$ cat config.mk
export PLATFORM = sky130hd
export DESIGN_NAME = cocr_top
export DESIGN_NICKNAME = d
export VERILOG_FILES = /design/src/cocr_pkg.sv /design/src/cocr_i2c_slave.sv /design/src/cocr_top.sv
export SDC_FILE = /design/constraint.sdc
export NUM_CORES = 1
export LEC_CHECK = 0
export BUFFER_PORTS_ARGS = -buffer_cell sky130_fd_sc_hd__clkbuf_2
export CAP_MARGIN = 20
export CORE_ASPECT_RATIO = 0.5
export CORE_MARGIN = 4
export CORE_UTILIZATION = 40
export CTS_BUF_LIST = sky130_fd_sc_hd__clkbuf_16
export DETAILED_ROUTE_END_ITERATION = 16
export MAX_ROUTING_LAYER = met4
export PLACE_DENSITY = 0.55
export SETUP_SLACK_MARGIN = 0.4
export SYNTH_ARGS = -nofsm -noshare
export SYNTH_HDL_FRONTEND = slang
export SYNTH_SLANG_ARGS = --single-unit
$ cat constraint.sdc
create_clock -name I_CLOCK -period 3.8 [get_ports I_CLOCK]
set_clock_uncertainty 0.15 [all_clocks]
set_input_delay 0 -clock I_CLOCK [delete_from_list [all_inputs] [get_ports I_CLOCK]]
set_output_delay 0 -clock I_CLOCK [all_outputs]
set_load 0.005 [all_outputs]
$ cat src/cocr_pkg.sv
`default_nettype none
package cocr_pkg;
	localparam int         NREG = 9;
	localparam int         IX_PLL2 = 0;
	localparam int         IX_OEC = 1;
	localparam int         IX_PFS = 2;
	localparam int         IX_LOOP = 3;
	localparam int         IX_WDG = 4;
	localparam int         IX_POL = 5;
	localparam int         IX_D1 = 6;
	localparam int         IX_D2 = 7;
	localparam int         IX_SE = 8;
	// index order 8 down to 0
	localparam logic [NREG-1:0][7:0] REG_OFS =
		{8'h24, 8'h23, 8'h22, 8'h21, 8'h20, 8'h1f, 8'h1e, 8'h1d, 8'h18};
	localparam logic [NREG-1:0][7:0] REG_RST =
		{8'h8c, 8'h34, 8'hf4, 8'ha0, 8'h00, 8'h04, 8'h80, 8'h33, 8'h0e};
	localparam logic [NREG-1:0][7:0] REG_WMSK =
		{8'hdf, 8'hb3, 8'hb3, 8'h07, 8'h1e, 8'h0e, 8'he3, 8'hff, 8'hff};
	localparam int         B_SPREAD = 5;
	localparam int         B_D1_GATE = 7;
	localparam int         B_D2_GATE = 6;
	localparam int         B_D1_EN = 5;
	localparam int         B_D2_EN = 4;
	localparam int         B_DIV4_SRC = 3;
	localparam int         B_SINGLE_OUT1_ENABLE = 7;
	localparam int         F_ROLE_LO = 5;
	localparam int         F_FSEL_LO = 0;
	localparam int         B_CH2 = 2;
	localparam int         B_FREQ_SWITCH_ENABLE = 4;
	localparam int         B_WATCHDOG_ENABLE = 3;
	localparam int         F_TSEL_LO = 1;
	localparam int         B_ALARM = 0;
	localparam int         B_HIZ = 2;
	localparam int         B_D1_POL = 1;
	localparam int         B_D2_POL = 0;
	localparam int         B_CLKSEL = 7;
	localparam int         F_TYPE_LO = 4;
	localparam int         B_BPIN = 0;
	localparam int         B_RUN = 7;
	localparam int         B_SE1_DEF = 4;
	localparam int         B_SE1_CSEL = 3;
	localparam int         B_CH3D4 = 1;
	localparam int         B_CH2D4 = 0;
	localparam logic [1:0] TYPE_CMOS = 2'b00;
	localparam logic [1:0] TYPE_HCSL = 2'b11;
	// arbitrary bus address
	localparam logic [6:0] I2C_DEV_ADDR = 7'h6a;
	localparam int         CLK_NS = 100;
	localparam int         WDT_MS0 = 250;
	localparam int         WDT_MS1 = 500;
	localparam int         WDT_MS2 = 2000;
	localparam int         WDT_MS3 = 4000;
	localparam int         WDT_CYC0 = WDT_MS0 * (1000000 / CLK_NS);
	localparam int         WDT_CYC1 = WDT_MS1 * (1000000 / CLK_NS);
	localparam int         WDT_CYC2 = WDT_MS2 * (1000000 / CLK_NS);
	localparam int         WDT_CYC3 = WDT_MS3 * (1000000 / CLK_NS);
	localparam int         WD_W = 26;
	typedef enum logic [1:0] {
		ROLE_SE1_OE = 2'b00,
		ROLE_PD_N   = 2'b01,
		ROLE_PSAVE  = 2'b10,
		ROLE_FSEL0  = 2'b11
	} cocr_role_e;
	typedef enum logic [2:0] {
		ST_IDLE = 3'b000,
		ST_ADDR = 3'b001,
		ST_AACK = 3'b011,
		ST_WR   = 3'b010,
		ST_WACK = 3'b110,
		ST_RD   = 3'b111,
		ST_RACK = 3'b101
	} cocr_i2c_e;
endpackage
`default_nettype wire

$ cat src/cocr_i2c_slave.sv
`timescale 1ns/100ps
`default_nettype none
module cocr_i2c_slave import cocr_pkg::*; (
	input  wire logic       i_clk,
	input  wire logic       i_rst_n,
	input  wire logic       i_scl,
	input  wire logic       i_sda,
	output logic            o_sda_oe_n,
	output logic            o_wr_stb,
	output logic [7:0]      o_ptr,
	output logic [7:0]      o_wr_data,
	input  wire logic [7:0] i_rd_data
);
	logic       scl_m_ff, scl_s_ff, scl_p_ff;
	logic       sda_m_ff, sda_s_ff, sda_p_ff;
	cocr_i2c_e  state_ff;
	logic [2:0] cnt_ff;
	logic [7:0] sh_ff;
	logic       rw_ff, first_ff, done_ff;
	logic       start, stop, rise, fall;

	always_ff @(posedge i_clk) begin
		if (!i_rst_n) begin
			{scl_m_ff, scl_s_ff, scl_p_ff} <= 3'h7;
			{sda_m_ff, sda_s_ff, sda_p_ff} <= 3'h7;
		end else begin
			{scl_m_ff, scl_s_ff, scl_p_ff} <= {i_scl, scl_m_ff, scl_s_ff};
			{sda_m_ff, sda_s_ff, sda_p_ff} <= {i_sda, sda_m_ff, sda_s_ff};
		end
	end

	assign start = scl_s_ff & scl_p_ff & sda_p_ff & ~sda_s_ff;
	assign stop  = scl_s_ff & scl_p_ff & ~sda_p_ff & sda_s_ff;
	assign rise  = scl_s_ff & ~scl_p_ff;
	assign fall  = ~scl_s_ff & scl_p_ff;

	////////////////////////////////////////////////////////////////
	// sda only changes after a falling scl, so setup is a half bit
	always_ff @(posedge i_clk) begin
		if (!i_rst_n) begin
			state_ff <= ST_IDLE;
			cnt_ff <= 3'h0;
			sh_ff <= 8'h00;
			rw_ff <= 1'b0;
			first_ff <= 1'b1;
			done_ff <= 1'b0;
			o_sda_oe_n <= 1'b1;
			o_wr_stb <= 1'b0;
			o_ptr <= 8'h00;
			o_wr_data <= 8'h00;
		end else begin
			o_wr_stb <= 1'b0;
			if (start) begin
				state_ff <= ST_ADDR;
				cnt_ff <= 3'h0;
				done_ff <= 1'b0;
				first_ff <= 1'b1;
				o_sda_oe_n <= 1'b1;
			end else if (stop) begin
				state_ff <= ST_IDLE;
				o_sda_oe_n <= 1'b1;
			end else begin
				case (state_ff)
					ST_ADDR, ST_WR: begin
						if (rise) begin
							sh_ff <= {sh_ff[6:0], sda_s_ff};
							cnt_ff <= cnt_ff + 3'h1;
							done_ff <= (cnt_ff == 3'h7);
						end else if (fall && done_ff) begin
							done_ff <= 1'b0;
							if (state_ff == ST_ADDR) begin
								if (sh_ff[7:1] == I2C_DEV_ADDR) begin
									rw_ff <= sh_ff[0];
									o_sda_oe_n <= 1'b0;
									state_ff <= ST_AACK;
								end else begin
									state_ff <= ST_IDLE;
								end
							end else begin
								o_sda_oe_n <= 1'b0;
								state_ff <= ST_WACK;
								if (first_ff) begin
									o_ptr <= sh_ff;
								end else begin
									o_wr_stb <= 1'b1;
									o_wr_data <= sh_ff;
								end
							end
						end
					end
					ST_AACK, ST_WACK: begin
						if (fall) begin
							cnt_ff <= 3'h0;
							if (state_ff == ST_AACK && rw_ff) begin
								sh_ff <= i_rd_data;
								o_sda_oe_n <= i_rd_data[7];
								o_ptr <= o_ptr + 8'h01;
								state_ff <= ST_RD;
							end else begin
								o_sda_oe_n <= 1'b1;
								state_ff <= ST_WR;
								if (state_ff == ST_WACK && first_ff) begin
									first_ff <= 1'b0;
								end else if (state_ff == ST_WACK) begin
									o_ptr <= o_ptr + 8'h01;
								end
							end
						end
					end
					ST_RD: begin
						if (rise) begin
							cnt_ff <= cnt_ff + 3'h1;
							done_ff <= (cnt_ff == 3'h7);
						end else if (fall && done_ff) begin
							done_ff <= 1'b0;
							o_sda_oe_n <= 1'b1;
							state_ff <= ST_RACK;
						end else if (fall) begin
							sh_ff <= {sh_ff[6:0], 1'b0};
							o_sda_oe_n <= sh_ff[6];
						end
					end
					ST_RACK: begin
						if (rise) begin
							done_ff <= ~sda_s_ff;
						end else if (fall && done_ff) begin
							done_ff <= 1'b0;
							cnt_ff <= 3'h0;
							sh_ff <= i_rd_data;
							o_sda_oe_n <= i_rd_data[7];
							o_ptr <= o_ptr + 8'h01;
							state_ff <= ST_RD;
						end else if (fall) begin
							state_ff <= ST_IDLE;
						end
					end
					default: state_ff <= ST_IDLE;
				endcase
			end
		end
	end
endmodule // cocr_i2c_slave
`default_nettype wire

$ cat src/cocr_top.sv
`timescale 1ns/100ps
`default_nettype none
module cocr_top import cocr_pkg::*; #(
	parameter int P_WDT_CYC0 = WDT_CYC0,
	parameter int P_WDT_CYC1 = WDT_CYC1,
	parameter int P_WDT_CYC2 = WDT_CYC2,
	parameter int P_WDT_CYC3 = WDT_CYC3
) (
	input  wire logic I_CLOCK,
	input  wire logic I_RST_N,
	input  wire logic I_SCL,
	input  wire logic I_SDA,
	output logic      O_SDA_O,
	output logic      O_SDA_OE_N,
	input  wire logic I_CTRL_PIN1,
	input  wire logic I_OE2_PIN,
	output logic      O_CHIP_PD,
	output logic      O_DIFF_HIZ,
	output logic      O_DIFFOUT1_ENABLE,
	output logic      O_DIFFOUT2_ENABLE,
	output logic      O_DIFF1_SRC,
	output logic      O_DIFF2_SRC,
	output logic      O_DIFF1_HCSL,
	output logic      O_DIFF2_HCSL,
	output logic      O_DIFF1_B_EN,
	output logic      O_DIFF2_B_EN,
	output logic      O_DIFF1_B_INV,
	output logic      O_DIFF2_B_INV,
	output logic      O_DIV4_SRC,
	output logic      O_DIVIDER4_CHAN2_ENABLE,
	output logic      O_DIVIDER4_CHAN3_ENABLE,
	output logic      O_PLL2_CH2_EN,
	output logic      O_PLL2_SPREAD_EN,
	output logic      O_SINGLE_OUT1_ENABLE,
	output logic      O_SE1_LOWFREQ,
	output logic      O_SE1_DIV4,
	output logic      O_SE1_PWR_SAVE,
	output logic      O_FREQ_SW_EN,
	output logic [1:0] O_FREQ_SEL,
	output logic      O_WD_ALARM
);

	function automatic logic [4:0] reg_lookup(input logic [7:0] a);
		logic [4:0] r;
		r = 5'h00;
		for (int k = 0; k < NREG; k++) begin
			if (REG_OFS[k] == a) begin
				r = {1'b1, 4'(k)};
			end
		end
		return r;
	endfunction

	logic [7:0]    regs_ff [NREG];
	logic          wr_stb;
	logic [7:0]    ptr, wr_data, rd_data;
	logic          wr_hit, rd_hit;
	logic [3:0]    wr_ix, rd_ix;
	logic [1:0]    pin_m_ff, pin_s_ff;
	logic          pin1_s, oe2_s;
	logic [WD_W-1:0] wd_cnt_ff, wd_lim;
	logic          alarm_ff, wd_fire, alarm_clr;
	cocr_role_e    role;
	logic          pd, se1_gate;
	logic [1:0]    d1_type, d2_type;
	logic          d1_on, d2_on;

	cocr_i2c_slave cocr_i2c_slave_i (
		.i_clk      (I_CLOCK),
		.i_rst_n    (I_RST_N),
		.i_scl      (I_SCL),
		.i_sda      (I_SDA),
		.o_sda_oe_n (O_SDA_OE_N),
		.o_wr_stb   (wr_stb),
		.o_ptr      (ptr),
		.o_wr_data  (wr_data),
		.i_rd_data  (rd_data)
	);
	// open drain: only ever pulls low
	assign O_SDA_O = 1'b0;

	////////////////////////////////////////////////////////////////
	// pins from outside the clock domain
	always_ff @(posedge I_CLOCK) begin
		if (!I_RST_N) begin
			pin_m_ff <= 2'h3;
			pin_s_ff <= 2'h3;
		end else begin
			pin_m_ff <= {I_OE2_PIN, I_CTRL_PIN1};
			pin_s_ff <= pin_m_ff;
		end
	end
	assign pin1_s = pin_s_ff[0];
	assign oe2_s = pin_s_ff[1];

	////////////////////////////////////////////////////////////////
	// register bank
	assign {wr_hit, wr_ix} = reg_lookup(ptr);
	assign {rd_hit, rd_ix} = reg_lookup(ptr);

	for (genvar g = 0; g < NREG; g++) begin : g_reg
		always_ff @(posedge I_CLOCK) begin
			if (!I_RST_N) begin
				regs_ff[g] <= REG_RST[g];
			end else if (wr_stb && wr_hit && wr_ix == 4'(g)) begin
				regs_ff[g] <= (regs_ff[g] & ~REG_WMSK[g]) | (wr_data & REG_WMSK[g]);
			end
		end
	end

	// alarm is merged on read, never stored from the bus
	always_comb begin
		rd_data = 8'h00;
		if (rd_hit) begin
			rd_data = regs_ff[rd_ix];
			if (rd_ix == 4'(IX_WDG)) begin
				rd_data[B_ALARM] = alarm_ff;
			end
		end
	end

	////////////////////////////////////////////////////////////////
	// watchdog: any register write services it
	always_comb begin
		case (regs_ff[IX_WDG][F_TSEL_LO +: 2])
			2'b00: wd_lim = WD_W'(P_WDT_CYC0 - 1);
			2'b01: wd_lim = WD_W'(P_WDT_CYC1 - 1);
			2'b10: wd_lim = WD_W'(P_WDT_CYC2 - 1);
			default: wd_lim = WD_W'(P_WDT_CYC3 - 1);
		endcase
	end

	assign wd_fire = regs_ff[IX_WDG][B_WATCHDOG_ENABLE] && !wr_stb && wd_cnt_ff == wd_lim;
	assign alarm_clr = wr_stb && wr_hit && wr_ix == 4'(IX_WDG) && !wr_data[B_WATCHDOG_ENABLE];

	always_ff @(posedge I_CLOCK) begin
		if (!I_RST_N) begin
			wd_cnt_ff <= '0;
		end else if (!regs_ff[IX_WDG][B_WATCHDOG_ENABLE] || wr_stb) begin
			wd_cnt_ff <= '0;
		end else if (wd_cnt_ff < wd_lim) begin
			wd_cnt_ff <= wd_cnt_ff + 1'b1;
		end
	end

	// set beats clear; cleared only by writing the watchdog off
	always_ff @(posedge I_CLOCK) begin
		if (!I_RST_N) begin
			alarm_ff <= 1'b0;
		end else if (wd_fire) begin
			alarm_ff <= 1'b1;
		end else if (alarm_clr) begin
			alarm_ff <= 1'b0;
		end
	end

	////////////////////////////////////////////////////////////////
	// output decode
	assign role = cocr_role_e'(regs_ff[IX_PFS][F_ROLE_LO +: 2]);
	assign pd = !regs_ff[IX_SE][B_RUN] || (role == ROLE_PD_N && !pin1_s);
	assign se1_gate = (role == ROLE_SE1_OE || role == ROLE_PSAVE) ? pin1_s : 1'b1;
	assign d1_type = regs_ff[IX_D1][F_TYPE_LO +: 2];
	assign d2_type = regs_ff[IX_D2][F_TYPE_LO +: 2];
	// reserved type codes leave the output off
	assign d1_on = regs_ff[IX_OEC][B_D1_EN] && !pd && (d1_type == TYPE_CMOS || d1_type == TYPE_HCSL)
		&& (!regs_ff[IX_OEC][B_D1_GATE] || oe2_s);
	assign d2_on = regs_ff[IX_OEC][B_D2_EN] && !pd && (d2_type == TYPE_CMOS || d2_type == TYPE_HCSL)
		&& (!regs_ff[IX_OEC][B_D2_GATE] || oe2_s);

	always_ff @(posedge I_CLOCK) begin
		if (!I_RST_N) begin
			O_CHIP_PD <= 1'b0;
			O_DIFF_HIZ <= 1'b0;
			O_DIFFOUT1_ENABLE <= 1'b0;
			O_DIFFOUT2_ENABLE <= 1'b0;
			O_DIFF1_HCSL <= 1'b0;
			O_DIFF2_HCSL <= 1'b0;
			O_DIFF1_B_EN <= 1'b0;
			O_DIFF2_B_EN <= 1'b0;
			O_SINGLE_OUT1_ENABLE <= 1'b0;
			O_SE1_PWR_SAVE <= 1'b0;
		end else begin
			O_CHIP_PD <= pd;
			O_DIFF_HIZ <= pd && regs_ff[IX_POL][B_HIZ];
			O_DIFFOUT1_ENABLE <= d1_on;
			O_DIFFOUT2_ENABLE <= d2_on;
			O_DIFF1_HCSL <= d1_on && d1_type == TYPE_HCSL;
			O_DIFF2_HCSL <= d2_on && d2_type == TYPE_HCSL;
			O_DIFF1_B_EN <= d1_on && d1_type == TYPE_CMOS && regs_ff[IX_D1][B_BPIN];
			O_DIFF2_B_EN <= d2_on && d2_type == TYPE_CMOS && regs_ff[IX_D2][B_BPIN];
			O_SINGLE_OUT1_ENABLE <= regs_ff[IX_PFS][B_SINGLE_OUT1_ENABLE] && !pd && se1_gate;
			O_SE1_PWR_SAVE <= role == ROLE_PSAVE && !pin1_s && !pd;
		end
	end

	always_ff @(posedge I_CLOCK) begin
		if (!I_RST_N) begin
			O_DIFF1_SRC <= 1'b0;
			O_DIFF2_SRC <= 1'b0;
			O_DIFF1_B_INV <= 1'b0;
			O_DIFF2_B_INV <= 1'b0;
			O_DIV4_SRC <= 1'b0;
			O_DIVIDER4_CHAN2_ENABLE <= 1'b0;
			O_DIVIDER4_CHAN3_ENABLE <= 1'b0;
			O_PLL2_CH2_EN <= 1'b0;
			O_PLL2_SPREAD_EN <= 1'b0;
			O_SE1_LOWFREQ <= 1'b0;
			O_SE1_DIV4 <= 1'b0;
			O_FREQ_SW_EN <= 1'b0;
			O_FREQ_SEL <= 2'h0;
			O_WD_ALARM <= 1'b0;
		end else begin
			O_DIFF1_SRC <= regs_ff[IX_D1][B_CLKSEL];
			O_DIFF2_SRC <= regs_ff[IX_D2][B_CLKSEL];
			O_DIFF1_B_INV <= d1_type == TYPE_CMOS && !regs_ff[IX_POL][B_D1_POL];
			O_DIFF2_B_INV <= d2_type == TYPE_CMOS && !regs_ff[IX_POL][B_D2_POL];
			O_DIV4_SRC <= regs_ff[IX_OEC][B_DIV4_SRC];
			O_DIVIDER4_CHAN2_ENABLE <= regs_ff[IX_SE][B_CH2D4] && !pd;
			O_DIVIDER4_CHAN3_ENABLE <= regs_ff[IX_SE][B_CH3D4] && !pd;
			O_PLL2_CH2_EN <= regs_ff[IX_LOOP][B_CH2] && !pd;
			O_PLL2_SPREAD_EN <= regs_ff[IX_PLL2][B_SPREAD];
			O_SE1_LOWFREQ <= !regs_ff[IX_SE][B_SE1_DEF];
			O_SE1_DIV4 <= regs_ff[IX_SE][B_SE1_DEF] && regs_ff[IX_SE][B_SE1_CSEL];
			O_FREQ_SW_EN <= regs_ff[IX_WDG][B_FREQ_SWITCH_ENABLE];
			O_FREQ_SEL <= (role == ROLE_FSEL0) ? {regs_ff[IX_PFS][F_FSEL_LO + 1], pin1_s}
				: regs_ff[IX_PFS][F_FSEL_LO +: 2];
			O_WD_ALARM <= alarm_ff;
		end
	end
endmodule // cocr_top
`default_nettype wire

-- Yosys cells after proc, flatten, opt, wreduce, memory -nomap -nowiden
Memory sizes are Yosys's and may differ from the RTL's. A register that Yosys moved wholly into a read port is not among the register bits.
Cells that the tools add are included.
- register bits after elaboration: 96
- RAM bits: 72
- input bits: 6
- output and inout port bits: 27
- word-level logic and storage cells: 338
- memories: 1
- add/sub/neg operators: 3
- $lt $le $gt $ge: 1
- equality and inequality tests: 59
- mux-type cells: 108
- bitwise gates (word level): 36
- reduce and logical (&&, ||, !) cells: 86
- memory list (name ; depth ; width ; read ports ; clocked after memory_dff ; wr ports ; line ; source):
    regs_ff ; 9 ; 8 ; 10 ; 1 ; 9 ; cocr_top.sv:54 ; logic [7:0] regs_ff [NREG];
- operators by type and width (kind ; count):
    two-way mux 8 bit ; 28
    one-hot mux 26 bit (3 select lines) ; 1
    two-way mux 1 bit ; 50
    two-way mux 5 bit ; 9
    == test 6 x 8 -> 1 bit, first input constant ; 5
    logical AND 1 bit ; 40
    two-way mux 3 bit ; 13
    == test 5 x 8 -> 1 bit, first input constant ; 4
    one-hot mux 8 bit (4 select lines) ; 1
    AND reduction 7 bit ; 4
    adder 26 x 1 -> 26 bit, second input constant ; 1
    == test 26 bit ; 1
    less-than comparator 26 bit ; 1
    one-hot mux 8 bit (3 select lines) ; 1
    != test 2 x 1 -> 1 bit, second input constant ; 9
    == test 4 x 3 -> 1 bit, second input constant ; 4
    OR 7 x 8 -> 8 bit ; 2
    NOT 1 bit ; 13
    == test 3 bit, second input constant ; 4
    zero test 1 bit ; 12
    != test 4 x 1 -> 1 bit, second input constant ; 3
    != test 4 x 2 -> 1 bit, second input constant ; 3
    one-hot mux 3 bit (4 select lines) ; 1
    AND reduction 12 bit ; 1
    40 further kinds ; 82

-- Longest topological paths before layout
Gate-level depths: netlist of the first run.
- word-level depth: 16
- mapped depth: 12
- gate-level depth less buffers: 10

-- By module
From an unflattened synthesis of the first run, not the netlist that was laid out.
- cells, all modules: 806
- area, all modules: 7647.3 sq um
- by module, submodules not included (module ; instances ; cells an instance ; area each (sq um) ; seq. area each (sq um)):
    cocr_top ; 1 ; 535 ; 5305.1 ; 2562.5
    cocr_i2c_slave ; 1 ; 271 ; 2342.2 ; 820.8

-- Worst setup path after synthesis of the first run
Ideal clock, no wire load.
- path type: flip-flop to flip-flop
- start point: memory regs_ff[4][1]
- end point: register wd_cnt_ff[20]
- setup time: 0.070 ns
- arrival: 2.996 ns
- required time: 3.580 ns
- setup slack: 0.583 ns
- cell stages (with the launch flop): 12
- buffers on the path: 1
- clock period less this slack: 3.217 ns
- cells stage by stage: edfxtp_1 inv_1 ha_1 o21ai_0 ha_1 and3_1 a221o_1 a22o_1 a211o_1 buf_2 or4_1 a21oi_1
- RTL lines (item ; line ; source):
    from (decl) ; cocr_top.sv:54 ;
    to (signal assigned) ; cocr_top.sv:142 ; wd_cnt_ff <= wd_cnt_ff + 1'b1;
    to (decl) ; cocr_top.sv:61 ; logic [WD_W-1:0] wd_cnt_ff, wd_lim;

==> results of run 1 <==
[tightest hold or removal path: stages]
cell and delay, ns:
dlygate4sd3_1 0.52, clkbuf_2 0.09, nand2b_1 0.08
[cells by family after synthesis]
kind of cell               Yosys count  synth area share [%]
adders and majority gates           36                  6.05
AOI/OAI and AO/OA                  214                  17.9
xor gates and xnor gates             3                 0.353
DFF                                145                  45.4
other                                1                0.0503
buffers and inverters               73                  3.85
and+or+nand+nor                    333                  24.6
muxes                               13                  1.81
[cells in the mapped netlist, types with 12 or more instances]
| cell type | n | area, sq um |
|---|---|---|
| ha_1 | 36 | 450 |
| nor2_1 | 58 | 218 |
| o31ai_1 | 17 | 128 |
| nand3_1 | 27 | 135 |
| and3_1 | 12 | 75.1 |
| nand2b_1 | 20 | 125 |
| or3_1 | 33 | 206 |
| inv_1 | 28 | 105 |
| a21oi_1 | 63 | 315 |
| o21ai_0 | 59 | 295 |
| and2_1 | 47 | 294 |
| nand2_1 | 60 | 225 |
| dfxtp_1 | 97 | 1940 |
| clkbuf_1 | 31 | 116 |
| or4_1 | 15 | 113 |
| edfxtp_1 | 48 | 1440 |
[metrics by stage]
stage | util [%] | cell area [sq um]
floorplan | - | 7450
detailed placement | 44.2 | 7880
finish | 49.2 | 8770
global route | 49.2 | 8770
CTS | 48.7 | 8670
global placement | 44.2 | 7880
[cell type report]
type,instances,area [sq um],area share [%]
clock buffer,17,425,4.85
multi-input combinational,600,3870,44.1
clock inverter,15,263,3.00
tap,234,293,3.34
timing repair buffer,63,412,4.69
inverter,32,123,1.40
sequential,145,3380,38.6
[state kept, by name, summed over array words and instances, names as in the netlist, 2 cells and up]
| signal | count |
|---|---|
| cocr_i2c_slave_i.cnt_ff | 3 |
| O_FREQ_SEL | 2 |
| cocr_i2c_slave_i.o_ptr | 8 |
| pin_m_ff | 2 |
| cocr_i2c_slave_i.o_wr_data | 8 |
| wd_cnt_ff | 26 |
| regs_ff | 48 |
| cocr_i2c_slave_i.sh_ff | 8 |
| pin_s_ff | 2 |
| cocr_i2c_slave_i.state_ff | 3 |
[cell usage in the layout (no fill, tap or decap), types with 5 or more instances in the layout]
cell / instances
clkinv_1: 5
or4_1: 14
o31ai_1: 17
bufinv_16: 7
and2_1: 47
o21ai_0: 58
clkbuf_16: 17
a211o_1: 6
nand3b_1: 5
nor4b_1: 5
a31oi_1: 11
clkbuf_2: 31
a21oi_1: 61
nor2_1: 57
dfxtp_1: 97
nand2_1: 60
o211ai_1: 6
ha_1: 32
nand2b_1: 20
and3_1: 11
buf_4: 25
mux2i_1: 9
nor3_1: 9
edfxtp_1: 48
or2_2: 5
a211oi_1: 6
nand4b_1: 8
nand3_1: 27
nand4_1: 9
nor2b_1: 7
o22ai_1: 7
dlygate4sd3_1: 5
inv_1: 25
or3_1: 33
[power by group]
part / internal [mW] / switching, mW
Clock: 1.30 / 0.687
Combinational: 0.0421 / 0.0651
Sequential: 1.62 / 0.0172
Total: 2.96 / 0.769
[path summary, 6_finish.rpt]
| check | from | endpoint | slack, ns | cells after the start |
|---|---|---|---|---|
| worst max-delay path | regs_ff[4][2] | wd_cnt_ff[25] | 0.48 | 11 |
| worst min-delay path | I_SCL | cocr_i2c_slave_i.scl_m_ff | 0.13 | 3 |
| worst max register to register | regs_ff[4][2] | wd_cnt_ff[25] | 0.48 | 11 |
| worst min register to register | pin_m_ff[1] | pin_s_ff[1] | 0.26 | 1 |
[routing by layer]
layer  global-route usage [%]  routed length, microns
met1                     29.4                   10300
met2                     29.5                    8980
met3                     5.05                    1470
met4                     6.08                     329
met5                        -                       0
[repair_timing]
item / 4_1_cts / 5_1_grt
gates resized for setup: 10 / 15
hold buffers: 5 / 0
setup buffers: 6 / 2
hold endpoints to repair: 11 / 0
pin swaps: 1 / 8
endpoints found under the setup margin: 22 / 16
==> qor.yml, run 1 <==
num_rows: 34
antenna_left: 0
hold_class: "input pin to register"
vdd_ir_drop_max_mv: 0.328
synth_edf_count: 48
outcome: "complete, no violations"
drive_gt1_share_pct: 13.9
hold_violations: 0
cp.required_ns: 4.02
max_cap_viol_count: 0
max-clock-path-buffers: 2
grt_pass1_wl_mm: 33.4
hpwl_mm: 14.8
slew_violations: 0
worstPathArrival_ns: 3.54
pre_cts_slack_ns: 0.149
ys.flop_type: "dfxtp_1"
critPathCaptureType: "register"
grt_overflow: 0
synthDistinctLibCells: 66
crit_fanout: 7
die_width_microns: 201
syn2layout_area_growth_pct: 17.7
cts.sinks: 145
syn_area_sq_um: 7450
grt_pass1_vias: 5891
firstDrtPassIters: 5
stdcell_count: 1106
p_leak_nw: 3.21
start_util_pct: 41.8
core_area_sq_um: 17800
cp_top_family: "compound AO/OA/AOI/OAI gates"
path_buf_inv: 2
grt_max_degree: 31
synthArstFlopShare_pct: 0
final_nets: 901
critPathKind: "register to register"
relSlewSlack_pct: 39.8
max_clock_freq_mhz: 301
min_period_over_period_pct: 87.4
num_vias: 6434
grt_util_all_layers_pct: 20.8
clk_pin_slew_ns: 0.07
hold_ws_ns: 0.135
rsz0062_at_grt: "false"
startpoint_type: "register"
syn-num-nets: 860
port_buffers: 31
yosys_register_bits: 145
finalCriticalPeriod_ns: 3.32
power_mw: 3.73
diodes: 0
wl_per_cell_microns: 19.0
cts_buffers: 17
pin_count: 33
fp.dieH_microns: 105
crit_chain: "inv_2, ha_4, o21ai_4, ha_4, and3_4, a221o_1, a22o_1, a2111o_2, buf_6, or4_4, a21oi_2"
htree_levels: 4
dieArea_sq_um: 21000
synth_area_per_cell_sq_um: 9.11
fin_setup_tns_ns: 0
crit_path_max_incr_delay_ns: 0.51
placedCellCount: 1061
critPathSlowestCell: "or4_4"
gp_congestion: 0.923
vias_per_cell: 5.82
clk_latency_ns: 0.44
cts_root_buf: "clkbuf_16"
worstMarginPinSlew_ns: 0.890
synth_cells: 818
cts_tree: "done"
layout_setup_ws_ns: 0.480
antenna_found_initial: 0
drt_iter0_drc: 660
powerDensity_nw_per_um2: 425
report.final.setup_viol: 0
cp_common_cell: "ha_4"
drc: 0
yosys_warnings: 0
yosysSeqAreaShare_pct: 45.4
fill_cells: 1642
wl_mm: 21.1
No activity file was read; power rests on OpenSTA's default activity.
==> run 2, diff against run 1 <==
Settings changed: ABC_AREA set to 1, CTS_BUF_LIST sky130_fd_sc_hd__clkbuf_16 to sky130_fd_sc_hd__clkbuf_8 sky130_fd_sc_hd__clkbuf_16, GPL_TIMING_DRIVEN set to 0.
==> qor.yml, run 2 <==
crit_fanout: 10  # was 7
hold_start: "I_RST_N"  # was I_SCL
report.final.setup_viol: 0  # unchanged
min_period_over_period_pct: 81.6  # was 87.4%
powerDensity_nw_per_um2: 392  # was 425 nW/um^2
pin_count: 33  # unchanged
drive_gt1_share_pct: 13.0  # was 13.9%
synthArstFlopShare_pct: 0  # unchanged
syn-num-nets: 1027  # was 860
fill_cells: 1897  # was 1642
max_cap_viol_count: 0  # unchanged
vias_per_cell: 5.07  # was 5.82
num_rows: 35  # was 34
vdd_ir_drop_max_mv: 0.310  # was 0.328 mV
antenna_found_initial: 0  # unchanged
yosysMostFrequentCell: "nand2_1"  # was dfxtp_1
port_buffers: 31  # unchanged
synth_edf_count: 48  # unchanged
hold_violations: 0  # unchanged
hold_class: "input pin to register"  # unchanged
final_common_cell: "nand2_1"  # was dfxtp_1
synth.top_cells.by_area: "dfxtp_1, edfxtp_1, nand2_1, inv_1, ha_1"  # was dfxtp_1, edfxtp_1, ha_1, a21oi_1, o21ai_0
grtUsageMet1_pct: 27.5  # was 29.4%
mostFrequentLayoutCells: "nand2_1, inv_1, nor2_1"  # was dfxtp_1, a21oi_1, nand2_1
finalCriticalPeriod_ns: 3.10  # was 3.32 ns
drt_iter0_drc: 469  # was 660
use_met3_pct: 4.21  # was 5.05%
reg2reg_depth: 13  # was 11
min_to: "cocr_i2c_slave_i.o_wr_data[7]"  # was cocr_i2c_slave_i.scl_m_ff
top_register: "regs_ff"  # unchanged
worstPathArrival_ns: 3.30  # was 3.54 ns
synth_common_cells: "nand2_1, inv_1, nor2_1"  # was dfxtp_1, a21oi_1, nand2_1
antenna_left: 0  # unchanged
max-clock-path-buffers: 2  # unchanged
slew_violations: 0  # unchanged
layout_setup_ws_ns: 0.699  # was 0.480 ns
fin_util_pct: 47.2  # was 49.2%
synth_cells: 985  # was 818
worst_r2r_endpoint: "wd_cnt_ff[7]"  # was wd_cnt_ff[25]
hpwl_mm: 16.1  # was 14.8 mm
critPathCaptureType: "register"  # unchanged
p_leak_nw: 3.61  # was 3.21 nW
r2r-start: "regs_ff[4][2]"  # unchanged
synth_top_area_cell: "dfxtp_1"  # unchanged
outcome: "complete, no violations"  # unchanged
critPathKind: "register to register"  # unchanged
whs_path_depth: 4  # was 3
drc: 0  # unchanged
cp.required_ns: 4.00  # was 4.02 ns
synth_top_area_share_pct: 25.2  # was 26.1%
cts_root_buf: "clkbuf_16"  # unchanged
hold_ws_ns: 0.0234  # was 0.135 ns
clk_latency_ns: 0.43  # was 0.44 ns
gp_congestion: 0.928  # was 0.923
grt.busiest_layer: "met2"  # unchanged
yosysSeqAreaShare_pct: 43.9  # was 45.4%
diodes: 0  # unchanged
fin_setup_tns_ns: 0  # unchanged
grt_use_met2_pct: 33.1  # was 29.5%
wl_mm: 21.3  # was 21.1 mm
ys.flop_type: "dfxtp_1"  # unchanged
cts.sinks: 145  # unchanged
finalInstanceArea_sq_um: 8800  # was 8770 sq um
rsz0062_at_grt: "false"  # unchanged
placedCellCount: 1275  # was 1061
grt_max_degree: 17  # was 31
htree_levels: 4  # unchanged
syn_area_sq_um: 7700  # was 7450 sq um
grt_util_all_layers_pct: 20.7  # was 20.8%
num_vias: 6652  # was 6434
placed_area_sq_um: 8180  # was 7880 sq um
die_width_microns: 204  # was 201 microns
largestRegisters: "regs_ff x48, wd_cnt_ff x26"  # unchanged
largest_register_ff_count: 48  # unchanged
yosys_register_bits: 145  # unchanged
worstMarginPinSlew_ns: 0.999  # was 0.890 ns
power_mw: 3.45  # was 3.73 mW
dieArea_sq_um: 21700  # was 21000 sq um
synthDistinctLibCells: 52  # was 66
yosys_warnings: 0  # unchanged
core_area_sq_um: 18700  # was 17800 sq um
wl_per_cell_microns: 16.2  # was 19.0 microns
final_nets: 1083  # was 901
grt_pass1_vias: 6367  # was 5891
fp.dieH_microns: 106  # was 105 microns
startpoint_type: "register"  # unchanged
firstDrtPassIters: 5  # unchanged
relSlewSlack_pct: 32.7  # was 39.8%
grt_pass1_wl_mm: 34.2  # was 33.4 mm
synth_area_per_cell_sq_um: 7.82  # was 9.11 sq um
stdcell_count: 1313  # was 1106
r2r_slack_ns: 0.70  # was 0.48 ns
start_util_pct: 41.3  # was 41.8%
pre_cts_slack_ns: 0.488  # was 0.149 ns
syn2layout_area_growth_pct: 14.2  # was 17.7%
cts_buffers: 17  # unchanged
clk_pin_slew_ns: 0.06  # was 0.07 ns
cts_tree: "done"  # unchanged
max_clock_freq_mhz: 322  # was 301 MHz
cts_setup_buffers: 0  # was 6
grt_overflow: 0  # unchanged
[run 2: changes by cell type after synthesis, sizes merged, moves of 14 or more]
cell,change
or3,-32
nor2,+65
clkbuf,-21
nor3,+26
nand2,+156
xor2,+15
a21oi,+14
inv,+111
o31ai,-16
or4,-14
and2,-47
nand2b,-20
[run 2: cell type report]
type	count	area, sq um	share of cell area, %
Clock inverter	15	138	1.56
Buffer	20	93.8	1.07
Inverter	141	529	6.02
Tap cell	259	324	3.68
Multi-Input combinational cell	679	3700	42.0
Sequential cell	145	3380	38.5
Clock buffer	17	425	4.84
Timing Repair Buffer	37	205	2.33
[run 2: logic make-up (layout without fill, tap and decap cells)]
logic type	after synthesis	in the layout	share of synthesized area [%]
other	1	1	0.0487
XOR/XNOR	21	21	2.39
flip-flops	145	145	43.9
AO/OA/AOI/OAI	170	170	12.1
adder cells (fa/ha/maj)	36	36	5.85
buffers and inverters	161	230	8.07
AND/OR/NAND/NOR	451	451	27.7
[run 2: report_power, final]
part / switching (mW) / leakage [nW] / internal, mW
clock: 0.718 / 0.271 / 0.906
combinational: 0.118 / 2.11 / 0.0557
sequential: 0.0207 / 1.23 / 1.63
total: 0.857 / 3.61 / 2.59
[run 2: layer usage]
layer	wire length, microns	share of wire, %	vias to the layer above
met2	9940	47	169
met4	248	1.2	0
met1	10100	47	3122
li1	-	-	3337
met3	1040	4.9	24
met5	0	0	-
[run 2: worst max path at each step]
stage	start	endpoint
2_1_floorplan	cocr_i2c_slave_i.o_ptr[0]	regs_ff[0][0]
3_3_place_gp	regs_ff[4][2]	wd_cnt_ff[12]
3_5_place_dp	regs_ff[4][2]	wd_cnt_ff[14]
4_1_cts	cocr_i2c_slave_i.o_ptr[0]	regs_ff[0][1]
5_1_grt	regs_ff[4][2]	wd_cnt_ff[7]
6_report	regs_ff[4][2]	wd_cnt_ff[7]
[run 2: what timing repair did]
| item | 4_1_cts | 5_1_grt |
|---|---|---|
| endpoints found under the setup margin | 0 | 11 |
| gates resized for setup | 0 | 3 |
| endpoints found under the hold margin | 4 | 0 |
| hold buffers | 4 | 0 |
[run 2: critical path, stage by stage (launching register included)]
cell      delay, ns
edfxtp_1       0.47
inv_1          0.14
ha_1           0.26
o21ai_1        0.13
ha_1           0.32
a21o_1         0.19
o21ai_1        0.13
o211ai_1       0.09
a21boi_0       0.26
nand2_1        0.21
inv_2          0.16
buf_2          0.25
o21ai_0        0.13
a21oi_1        0.14
